===== src/hw/iplc_defines.vh =====
// Contract
// - field 00 off, 01/10/11 levels 0/1/2
// - these fields never select level three
// - all priority fields reset to zero
// - reserved bits read zero, ignore writes
// - offset 2: rx full, rx error fields
// - offset 2: tx idle, tx empty fields
// - offset 2: periph serial, port A fields
// - offset 3: converter A, timers 3, 2
// - offset 3: timers 1, 0, i2c address
// - offset 4: pwm fault, reload, zero-cross fields
// - offset 4 bits 1-0: converter B done
`ifndef IPLC_DEFINES_VH
`define IPLC_DEFINES_VH

// ----------------------------------------
// register indices (byte address = 4 * index)
// ----------------------------------------
`define IPLC_IDX_SERIAL_PORT_A 4'h2
`define IPLC_IDX_TIMER_CONV 4'h3
`define IPLC_IDX_PWM_CONV 4'h4
`define IPLC_IDX_IRQ_STATUS 4'h8
`define IPLC_IDX_IRQ_MASK 4'h9
`define IPLC_IDX_REQ_LEVEL 4'hA

// ----------------------------------------
// writable bit masks and reset values
// ----------------------------------------
`define IPLC_MASK_SERIAL_PORT_A 16'hF3FF
`define IPLC_MASK_TIMER_CONV 16'hFFF0
`define IPLC_MASK_PWM_CONV 16'h00FF
`define IPLC_RESET_VALUE 16'h0000

// ----------------------------------------
// field positions: low bit of each 2-bit field
// ----------------------------------------
`define IPLC_POS_SERIAL_RX_FULL 4'hE
`define IPLC_POS_SERIAL_RX_ERROR 4'hC
`define IPLC_POS_SERIAL_TX_IDLE 4'h8
`define IPLC_POS_SERIAL_TX_EMPTY 4'h6
`define IPLC_POS_PERIPH_TX_EMPTY 4'h4
`define IPLC_POS_PERIPH_RX_FULL 4'h2
`define IPLC_POS_PORT_A 4'h0
`define IPLC_POS_CONVERTER_A_DONE 4'hE
`define IPLC_POS_TIMER_CH3 4'hC
`define IPLC_POS_TIMER_CH2 4'hA
`define IPLC_POS_TIMER_CH1 4'h8
`define IPLC_POS_TIMER_CH0 4'h6
`define IPLC_POS_I2C_ADDRESS 4'h4
`define IPLC_POS_PWM_FAULT 4'h6
`define IPLC_POS_PWM_RELOAD 4'h4
`define IPLC_POS_ZERO_CROSS_LIMIT 4'h2
`define IPLC_POS_CONVERTER_B_DONE 4'h0

// ----------------------------------------
// field encodings and source count
// ----------------------------------------
`define IPLC_FIELD_OFF 2'h0
`define IPLC_NUM_SRC 17
`define IPLC_EVT_WIDTH 2

`endif


===== src/hw/iplc_field_decode.v =====
`default_nettype none

// one 2-bit field: decides whether a request goes on and at which level
module iplc_field_decode (
	// field and request
	input wire [1:0] field_i,
	input wire req_i,
	// decoded result
	output wire req_o,
	output wire [1:0] level_o
);

	// never level three: 11 maps to level 2
	// a disabled field yields level 0, so no slot ever carries three
	assign level_o = (field_i == 2'h0) ? 2'h0 : field_i - 2'h1;
	assign req_o = req_i & (field_i != 2'h0);

endmodule // iplc_field_decode

`default_nettype wire


===== src/hw/iplc_top.v =====
// The Wishbone slave port was decided locally.
`include "iplc_defines.vh"
`default_nettype none

module iplc_top (
	// clock and reset
	input wire clk_i,
	input wire rst_i,
	// wishbone classic slave
	input wire wb_cyc_i,
	input wire wb_stb_i,
	input wire wb_we_i,
	input wire [5:0] wb_adr_i,
	input wire [3:0] wb_sel_i,
	input wire [31:0] wb_dat_i,
	output reg [31:0] wb_dat_o,
	output reg wb_ack_o,
	output reg wb_err_o,
	// peripheral requests, bit order: see source index map
	input wire [16:0] src_req_i,
	// to the arbitration
	output reg [16:0] arb_req_o,
	output reg [33:0] arb_level_o,
	output reg [1:0] arb_top_level_o,
	output reg arb_any_o,
	// interrupt
	output wire irq_o
);

	// ----------------------------------------
	// registers
	// ----------------------------------------
	reg [15:0] prio2_reg;
	reg [15:0] prio3_reg;
	reg [15:0] prio4_reg;
	reg [1:0] status_reg;
	reg [1:0] status_next;
	reg [1:0] mask_reg;
	reg [31:0] rdata;
	reg hit;
	reg prev_any_reg;
	reg prev_top_reg;
	reg [1:0] prev_lvl_reg;

	wire [3:0] idx = wb_adr_i[5:2];
	wire acc = wb_cyc_i & wb_stb_i & ~wb_ack_o & ~wb_err_o;
	wire wr = acc & wb_we_i & hit;
	wire [15:0] wmask = {{8{wb_sel_i[1]}}, {8{wb_sel_i[0]}}};
	wire [15:0] wdat = wb_dat_i[15:0];

	// ----------------------------------------
	// field gathering, source index map
	// ----------------------------------------
	// 0 rx full, 1 rx error, 2 tx idle, 3 tx empty, 4 periph tx empty,
	// 5 periph rx full, 6 port A, 7 converter A, 8..11 timer ch3..ch0,
	// 12 i2c address, 13 pwm fault, 14 pwm reload, 15 zero cross, 16 converter B
	wire [33:0] fields;
	assign fields[1:0] = prio2_reg[`IPLC_POS_SERIAL_RX_FULL +: 2];
	assign fields[3:2] = prio2_reg[`IPLC_POS_SERIAL_RX_ERROR +: 2];
	assign fields[5:4] = prio2_reg[`IPLC_POS_SERIAL_TX_IDLE +: 2];
	assign fields[7:6] = prio2_reg[`IPLC_POS_SERIAL_TX_EMPTY +: 2];
	assign fields[9:8] = prio2_reg[`IPLC_POS_PERIPH_TX_EMPTY +: 2];
	assign fields[11:10] = prio2_reg[`IPLC_POS_PERIPH_RX_FULL +: 2];
	assign fields[13:12] = prio2_reg[`IPLC_POS_PORT_A +: 2];
	assign fields[15:14] = prio3_reg[`IPLC_POS_CONVERTER_A_DONE +: 2];
	assign fields[17:16] = prio3_reg[`IPLC_POS_TIMER_CH3 +: 2];
	assign fields[19:18] = prio3_reg[`IPLC_POS_TIMER_CH2 +: 2];
	assign fields[21:20] = prio3_reg[`IPLC_POS_TIMER_CH1 +: 2];
	assign fields[23:22] = prio3_reg[`IPLC_POS_TIMER_CH0 +: 2];
	assign fields[25:24] = prio3_reg[`IPLC_POS_I2C_ADDRESS +: 2];
	assign fields[27:26] = prio4_reg[`IPLC_POS_PWM_FAULT +: 2];
	assign fields[29:28] = prio4_reg[`IPLC_POS_PWM_RELOAD +: 2];
	assign fields[31:30] = prio4_reg[`IPLC_POS_ZERO_CROSS_LIMIT +: 2];
	assign fields[33:32] = prio4_reg[`IPLC_POS_CONVERTER_B_DONE +: 2];

	// ----------------------------------------
	// request synchronisers and decode
	// ----------------------------------------
	// requests come from other logic but may be asynchronous; two stages
	reg [16:0] req_meta_reg;
	reg [16:0] req_sync_reg;
	wire [16:0] dec_req;
	wire [33:0] dec_lvl;

	always @(posedge clk_i) begin
		if (rst_i) begin
			req_meta_reg <= 17'h0_0000;
			req_sync_reg <= 17'h0_0000;
		end else begin
			req_meta_reg <= src_req_i;
			req_sync_reg <= req_meta_reg;
		end
	end

	// one decoder per source, in source index order
	iplc_field_decode u_serial_rx_full_level (
		.field_i(fields[1:0]),
		.req_i(req_sync_reg[0]),
		.req_o(dec_req[0]),
		.level_o(dec_lvl[1:0])
	);

	iplc_field_decode u_serial_rx_error_level (
		.field_i(fields[3:2]),
		.req_i(req_sync_reg[1]),
		.req_o(dec_req[1]),
		.level_o(dec_lvl[3:2])
	);

	iplc_field_decode u_serial_tx_idle_level (
		.field_i(fields[5:4]),
		.req_i(req_sync_reg[2]),
		.req_o(dec_req[2]),
		.level_o(dec_lvl[5:4])
	);

	iplc_field_decode u_serial_tx_empty_level (
		.field_i(fields[7:6]),
		.req_i(req_sync_reg[3]),
		.req_o(dec_req[3]),
		.level_o(dec_lvl[7:6])
	);

	iplc_field_decode u_periph_serial_tx_empty_level (
		.field_i(fields[9:8]),
		.req_i(req_sync_reg[4]),
		.req_o(dec_req[4]),
		.level_o(dec_lvl[9:8])
	);

	iplc_field_decode u_periph_serial_rx_full_level (
		.field_i(fields[11:10]),
		.req_i(req_sync_reg[5]),
		.req_o(dec_req[5]),
		.level_o(dec_lvl[11:10])
	);

	iplc_field_decode u_port_a_pin_event_level (
		.field_i(fields[13:12]),
		.req_i(req_sync_reg[6]),
		.req_o(dec_req[6]),
		.level_o(dec_lvl[13:12])
	);

	iplc_field_decode u_converter_a_done_level (
		.field_i(fields[15:14]),
		.req_i(req_sync_reg[7]),
		.req_o(dec_req[7]),
		.level_o(dec_lvl[15:14])
	);

	iplc_field_decode u_timer_ch3_level (
		.field_i(fields[17:16]),
		.req_i(req_sync_reg[8]),
		.req_o(dec_req[8]),
		.level_o(dec_lvl[17:16])
	);

	iplc_field_decode u_timer_ch2_level (
		.field_i(fields[19:18]),
		.req_i(req_sync_reg[9]),
		.req_o(dec_req[9]),
		.level_o(dec_lvl[19:18])
	);

	iplc_field_decode u_timer_ch1_level (
		.field_i(fields[21:20]),
		.req_i(req_sync_reg[10]),
		.req_o(dec_req[10]),
		.level_o(dec_lvl[21:20])
	);

	iplc_field_decode u_timer_ch0_level (
		.field_i(fields[23:22]),
		.req_i(req_sync_reg[11]),
		.req_o(dec_req[11]),
		.level_o(dec_lvl[23:22])
	);

	iplc_field_decode u_i2c_address_detect_level (
		.field_i(fields[25:24]),
		.req_i(req_sync_reg[12]),
		.req_o(dec_req[12]),
		.level_o(dec_lvl[25:24])
	);

	iplc_field_decode u_pwm_fault_level (
		.field_i(fields[27:26]),
		.req_i(req_sync_reg[13]),
		.req_o(dec_req[13]),
		.level_o(dec_lvl[27:26])
	);

	iplc_field_decode u_pwm_reload_level (
		.field_i(fields[29:28]),
		.req_i(req_sync_reg[14]),
		.req_o(dec_req[14]),
		.level_o(dec_lvl[29:28])
	);

	iplc_field_decode u_converter_zero_cross_limit_level (
		.field_i(fields[31:30]),
		.req_i(req_sync_reg[15]),
		.req_o(dec_req[15]),
		.level_o(dec_lvl[31:30])
	);

	iplc_field_decode u_converter_b_done_level (
		.field_i(fields[33:32]),
		.req_i(req_sync_reg[16]),
		.req_o(dec_req[16]),
		.level_o(dec_lvl[33:32])
	);

	// highest requested level among enabled, requesting sources
	reg [1:0] top_lvl;
	reg any_req;
	integer i;
	always @* begin
		top_lvl = 2'h0;
		any_req = 1'b0;
		for (i = 0; i < `IPLC_NUM_SRC; i = i + 1) begin
			if (dec_req[i]) begin
				any_req = 1'b1;
				if (dec_lvl[2*i+:2] > top_lvl) begin
					top_lvl = dec_lvl[2*i+:2];
				end
			end
		end
	end

	always @(posedge clk_i) begin
		if (rst_i) begin
			arb_req_o <= 17'h0_0000;
			arb_level_o <= 34'h0_0000_0000;
			arb_top_level_o <= 2'h0;
			arb_any_o <= 1'b0;
		end else begin
			arb_req_o <= dec_req;
			arb_level_o <= dec_lvl & fields_valid(dec_req);
			arb_top_level_o <= top_lvl;
			arb_any_o <= any_req;
		end
	end

	// spreads each request bit over its 2-bit level slot
	function [33:0] fields_valid;
		input [16:0] r;
		integer k;
		begin
			fields_valid = 34'h0_0000_0000;
			for (k = 0; k < 17; k = k + 1) begin
				fields_valid[2*k] = r[k];
				fields_valid[2*k+1] = r[k];
			end
		end
	endfunction

	// ----------------------------------------
	// wishbone decode and read mux
	// ----------------------------------------
	always @* begin
		hit = 1'b1;
		rdata = 32'h0000_0000;
		case (idx)
			`IPLC_IDX_SERIAL_PORT_A: rdata[15:0] = prio2_reg & `IPLC_MASK_SERIAL_PORT_A;
			`IPLC_IDX_TIMER_CONV: rdata[15:0] = prio3_reg & `IPLC_MASK_TIMER_CONV;
			`IPLC_IDX_PWM_CONV: rdata[15:0] = prio4_reg & `IPLC_MASK_PWM_CONV;
			`IPLC_IDX_IRQ_STATUS: rdata[1:0] = status_reg;
			`IPLC_IDX_IRQ_MASK: rdata[1:0] = mask_reg;
			`IPLC_IDX_REQ_LEVEL: rdata[2:0] = {arb_any_o, arb_top_level_o};
			default: hit = 1'b0;
		endcase
	end

	always @(posedge clk_i) begin
		if (rst_i) begin
			wb_ack_o <= 1'b0;
			wb_err_o <= 1'b0;
			wb_dat_o <= 32'h0000_0000;
		end else begin
			wb_ack_o <= acc & hit;
			wb_err_o <= acc & ~hit;
			if (acc & hit & ~wb_we_i) begin
				wb_dat_o <= rdata;
			end
		end
	end

	// ----------------------------------------
	// priority registers
	// ----------------------------------------
	always @(posedge clk_i) begin
		if (rst_i) begin
			prio2_reg <= `IPLC_RESET_VALUE;
			prio3_reg <= `IPLC_RESET_VALUE;
			prio4_reg <= `IPLC_RESET_VALUE;
			mask_reg <= 2'h0;
		end else if (wr) begin
			if (idx == `IPLC_IDX_SERIAL_PORT_A) begin
				prio2_reg <= ((wdat & wmask) | (prio2_reg & ~wmask)) & `IPLC_MASK_SERIAL_PORT_A;
			end
			if (idx == `IPLC_IDX_TIMER_CONV) begin
				prio3_reg <= ((wdat & wmask) | (prio3_reg & ~wmask)) & `IPLC_MASK_TIMER_CONV;
			end
			if (idx == `IPLC_IDX_PWM_CONV) begin
				prio4_reg <= ((wdat & wmask) | (prio4_reg & ~wmask)) & `IPLC_MASK_PWM_CONV;
			end
			if (idx == `IPLC_IDX_IRQ_MASK && wb_sel_i[0]) begin
				mask_reg <= wb_dat_i[1:0];
			end
		end
	end

	// ----------------------------------------
	// interrupt status
	// ----------------------------------------
	// bit 0: a request appeared while none stood; bit 1: the top level rose while requests stood
	wire evt_new = arb_any_o & ~prev_any_reg;
	wire evt_rise = arb_any_o & prev_top_reg & (arb_top_level_o > prev_lvl_reg);

	always @* begin
		status_next = status_reg;
		if (wr && idx == `IPLC_IDX_IRQ_STATUS && wb_sel_i[0]) begin
			status_next = status_next & ~wb_dat_i[1:0];
		end
		// set wins over a clear in the same cycle
		status_next = status_next | {evt_rise, evt_new};
	end

	always @(posedge clk_i) begin
		if (rst_i) begin
			status_reg <= 2'h0;
			prev_any_reg <= 1'b0;
			prev_top_reg <= 1'b0;
			prev_lvl_reg <= 2'h0;
		end else begin
			status_reg <= status_next;
			prev_any_reg <= arb_any_o;
			prev_top_reg <= arb_any_o;
			prev_lvl_reg <= arb_top_level_o;
		end
	end

	assign irq_o = |(status_reg & mask_reg);

endmodule // iplc_top

`default_nettype wire


===== config.mk =====
export PLATFORM = sky130hd
export DESIGN_NAME = iplc_top
export DESIGN_NICKNAME = d
export VERILOG_FILES = /design/src/hw/iplc_field_decode.v /design/src/hw/iplc_top.v
export VERILOG_INCLUDE_DIRS = /design/src /design/src/hw
export SDC_FILE = /design/constraint.sdc
export NUM_CORES = 1
export LEC_CHECK = 0
export BUFFER_PORTS_ARGS = -buffer_cell sky130_fd_sc_hd__clkbuf_2
export CAP_MARGIN = 10
export CORE_MARGIN = 2
export CORE_UTILIZATION = 25
export CTS_BUF_LIST = sky130_fd_sc_hd__clkbuf_16
export DETAILED_ROUTE_END_ITERATION = 16
export PLACE_DENSITY = 0.39
export SKIP_LAST_GASP = 1
export SLEW_MARGIN = 0
export SYNTH_ARGS = -nofsm -noshare
export SYNTH_HDL_FRONTEND = slang
export SYNTH_SLANG_ARGS = --single-unit

===== constraint.sdc =====
create_clock -name clk_i -period 19.2 [get_ports clk_i]
set_clock_uncertainty 0.2 [all_clocks]
set_input_delay 3.84 -clock clk_i [delete_from_list [all_inputs] [get_ports clk_i]]
set_output_delay 3.84 -clock clk_i [all_outputs]
set_load 0.05 [all_outputs]

# [Word-level counts from Yosys, hierarchy flattened]
# Index checks and enable logic that the tools add are counted.
[op_classes] add_sub_neg=17 n_lt_le_gt_ge=18 n_eq_ne=6 n_mux=73 bitwise=46 reduce_logical=43
[op_table] operator="2-bit two-way mux" count=52
[op_table] operator="16-bit bitwise AND" count=3
[op_table] operator="13-bit one-hot mux with 3 select lines" count=1
[op_table] operator="34-bit bitwise AND" count=1
[op_table] operator="2-bit greater-than comparator" count=17
[op_table] operator="2-bit zero test" count=17
[op_table] operator="2-bit nonzero test" count=17
[op_table] operator="2-bit by 1-bit subtractor with 2-bit output (second input constant)" count=17
[op_table] operator="16-bit OR" count=2
[op_table] operator="1-bit bitwise AND" count=28
[op_table] operator="1-bit two-way mux" count=18
[op_table] operator="16-bit inverter" count=1
[op_table] operator="4-bit == test (second input constant)" count=3
[op_table] operator="2-bit one-hot mux with 5 select lines" count=1
[op_table] operator="8-bit bitwise AND" count=1
[op_table] operator="4-bit by 2-bit == test with 1-bit output (second input constant)" count=2
[op_table] operator="8-bit OR" count=1
[op_table] operator="2-bit AND reduction" count=4
[op_table] operator="6-bit OR reduction" count=1
[op_table] operator="1-bit inverter" count=5
[op_table] operator="2-bit bitwise AND" count=2
[op_table] operator="4-bit by 3-bit == test with 1-bit output (second input constant)" count=1
[op_table] operator="1-bit logical AND" count=3
[op_table] operator="1-bit one-hot mux with 3 select lines" count=1
[op_table] operator="other kinds (4)" count=4
[totals] register_bits=147 output_inout_bits=89

# [Logic depth before layout (Yosys ltp)]
[depth] depth_word=53 ltp_mapped=92

# [By module]
# A second synthesis with hierarchy kept.
[unflattened] hier_cells=756 area_unflattened_um2=6955.4
[by_module_without_submodules] mod="iplc_top" instances=1 cells_each=705 area_per_inst_um2=6615.1
[by_module_without_submodules] mod="iplc_field_decode" instances=17 cells_each=3 area_per_inst_um2=20.0

# [Least setup slack after synthesis]
# Ideal clock, no wire load.
[synth_timing] kind="register to register" from="register (tool-made name)" to="register arb_top_level_o[0]" setup_time_ps=125 t_arrival_ps=14350 path_slack_ps=4524 stages_incl_launch_ff=81 path_buffers=0 path_cell_list="dfxtp_1 nor2b_1 inv_1 ha_1 nand2b_1 a221o_1 mux2i_1 inv_1 ha_1 nand2_1 o211ai_1 a21boi_0 ha_1 a221o_1 nand2_1 o21ai_0 ha_1 nand2b_1 [45 not listed] a211oi_1 nand2_1 o21ai_2 inv_1 ha_1 a211oi_1 mux2_4 inv_1 ha_1 a211o_1 mux2i_1 ha_1 inv_1 o22ai_1 nor2_1 nor2_1 a21oi_1 o41ai_2"
[synth_rtl] item="end signal: assignment" line="iplc_top.v:241" rtl="arb_top_level_o <= top_lvl;"
[synth_rtl] item="end: declaration" line="iplc_top.v:24" rtl="output reg [1:0] arb_top_level_o,"

==> qor.csv <==
stage,metric,value,unit
timing,fin_setup_tns,0,ns
timing,rsz0062_at_grt,false,
placement,gp_congestion,0.763,
run_status,status,"finished, final reports clean",
global_route,overflow,0,
timing,slew_headroom,31.1,%
critical_path,required,19.28,ns
critical_path,critPathKind,flip-flop to flip-flop,
drt,num_vias,5196,
drt,drt_iter0_drc,272,
yosys,synth-edff-count,0,
clocking,clock-sinks,147,
global_route,grt_use_met1,19.3,%
timing,hold_viol,0,
critical_path,arrival,16.38,ns
clocking,cts_setup_buffers,0,
placement,port_buffers,116,
placement,place_area,7660,µm²
global_route,grtUsageMet3,3.37,%
clocking,htreeDepth,4,
yosys,syn-instance-count,736,
cells_and_area,fin_area,8270,µm²
cells_and_area,post-route-util,30.8,%
drt,ant_nets,0,
timing,setup_slack,2.90,ns
yosys,synth-simple-area-share,22.0,%
hold_path,hold_path_class,flip-flop to flip-flop,
critical_path,worst_path_most_repeated_cell,ha_1,
critical_path,critPathMaxStageDelay,0.41,ns
global_route,grt_pass1_wl,29700,µm
yosys,async_flop_share,0,%
timing,slew_violations,0,
die,die-area,28600,µm²
clocking,cts_tree,done,
cells_and_area,syn_to_final_growth,21.5,%
yosys,seq_area_frac_synth,43.2,%
cells_and_area,fin_nets,961,
cells_and_area,drive_gt1_share,21.6,%
hold_path,min-delay-start,req_meta_reg[5],
drt,drt-wirelength-per-cell,15.9,µm
clocking,cts_hold_buf,0,
die,boundaryPins,153,
timing,finalCriticalPeriod,16.30,ns
die,start_util,25.3,%
global_route,antenna_found_initial,1,
critical_path,worstSetupEndpointType,flip-flop,
die,rows,60,
yosys,synthFlopType,dfxtp_1,
timing,timing.fmax,0.0614,GHz
clocking,clkTransAtPathRegs,0.07,ns
critical_path,crit_fanout,6,
drt,drc,0,
yosys,synth_seq_cells,147,
clocking,cts_root_buf,clkbuf_16,
placement,dp.cells,1169,
die,core-area,26900,µm²
yosys,yosysWarnings,0,
power,leakagePower,0.00365,µW
power,ir_drop,0.0475,mV
global_route,grt-busiest-layer,met2,
timing,min_period_over_period,84.9,%
clocking,tritoncts.num_buffers,17,
yosys,synth_top_family_by_area,simple AND/OR/NAND/NOR gates,
global_route,grt.met2_usage,21.0,%
placement,dp_hpwl,14500,µm
drt,drt_first_pass_iters,4,
critical_path,startpoint_type,flip-flop,
drt,viasPerCell,4.32,
yosys,synthXorXnorAreaFrac,0,%
critical_path,slowest_stage,a221o_1,
cells_and_area,instances_no_fill,1202,
yosys,muxShareOfSynthArea,9.38,%
die,fp.dieW,169,µm
yosys,synth_cell_type_count,61,
drt,drt_wl_total,19100,µm
clocking,ctsResizeCount,0,
global_route,grt_pass1_vias,5071,
yosys,synth_adder_area_share,9.19,%
timing,tightest_slew,1.03,ns
power,cellPowerDensity,83.6,nW/µm²
yosys,syn-cell-area,6810,µm²
placement,place_ws,2.84,ns
clocking,cts_buffer_depth,2,
clocking,clkLatencyLatePin,0.42,ns
global_route,grt_usage,13.7,%
yosys,synth_compound_area_share,10.4,%
global_route,grt_max_degree,86,
timing,finalSetupViolations,0,
yosys,syn_area_per_cell,9.25,µm²
run,drv_cap,0,
die,fp.dieH,169,µm
==> metrics by stage <==
stage	power (µW)	hold WS, ns
CTS	704	0.239
detailed placement	349	0.223
global placement	349	0.227
floorplan	341	0.214
finish	691	0.236
global route	718	0.261
==> worst paths after layout <==
check | to | depth (start not counted) | slack [ns]
max reg2reg | arb_top_level_o[0] | 81 | 2.90
min reg2reg | req_sync_reg[5] | 1 | 0.24
max | arb_top_level_o[0] | 81 | 2.90
min | req_sync_reg[5] | 1 | 0.24
==> final cells by class <==
type | instances | area (µm²)
fillers | 2868 | 18600
multi-input cells | 518 | 3530
flip-flops and latches | 147 | 2940
repair buffers | 117 | 591
well taps | 341 | 427
clock buffers | 17 | 425
clock inverters | 15 | 181
inverters | 46 | 173
diodes | 1 | 2.50
==> power by group <==
part	switching (µW)	internal, µW
clock network	144	206
logic	22.2	8.02
registers	2.12	309
==> synth_stat cells, types with 5 or more instances <==
library cell	instances	share of area [%]
inv_1	46	2.5
clkbuf_1	17	0.94
a221oi_1	5	0.64
nor2_1	94	5.2
o21a_1	5	0.55
nor3_1	49	3.6
ha_1	50	9.2
mux2i_1	53	7.8
buf_4	16	1.8
nand4_1	5	0.46
nand2_1	41	2.3
o21ai_2	10	1.3
a221o_1	8	1.2
dfxtp_1	147	43
nand2b_1	27	2.5
nor2b_1	45	4.1
mux2_2	7	1.2
o21ai_0	9	0.66
o21ai_1	9	0.66
nand3_1	6	0.44
a21oi_1	21	1.5
==> cells in the final DEF, fill, tap and decap left out, drive strengths merged, types with 3 or more instances in the layout <==
cell    Yosys  layout
nor3b       3       3
nand2b     27      27
o211ai      3       3
o22ai       4       4
nand4       5       5
nand3       8       8
o21a        5       5
dfxtp     147     147
nor2       95      95
ha         50      50
or2         3       3
mux2        8       8
clkbuf     17     132
a221o      10      10
mux2i      54      54
a211oi      4       4
bufinv      0       3
nor2b      45      45
nand2      41      41
a31oi       3       3
conb        1      16
clkinv      0       5
inv        46      51
nor3       52      52
a21oi      23      23
o21ai      28      28
a221oi      5       5
==> critical path, delay by kind of cell (launching register included) <==
kind	cells	cell delay, ns
fa+ha+maj	16	3.85
simple gates	25	3.19
compound gates	30	6.94
mux	4	1.14
buf+inv	6	0.41
flops	1	0.40
==> cell families (layout without fill, tap and decap cells) <==
logic type               count (synthesis)  count (layout)
buffers and inverters                   86             195
AND/OR/NAND/NOR                        291             291
adder cells (fa/ha/maj)                 50              50
flip-flops                             147             147
multiplexers                            62              62
other                                    1              17
AO/OA/AOI/OAI                           99              99
==> routing by layer <==
| metal | vias up | share of wire (%) |
|---|---|---|
| li1 | 2715 | - |
| met1 | 2376 | 51 |
| met2 | 99 | 44 |
| met3 | 6 | 4.3 |
| met4 | 0 | 0.86 |
| met5 | - | 0 |
(Power assumes the default switching activity.)
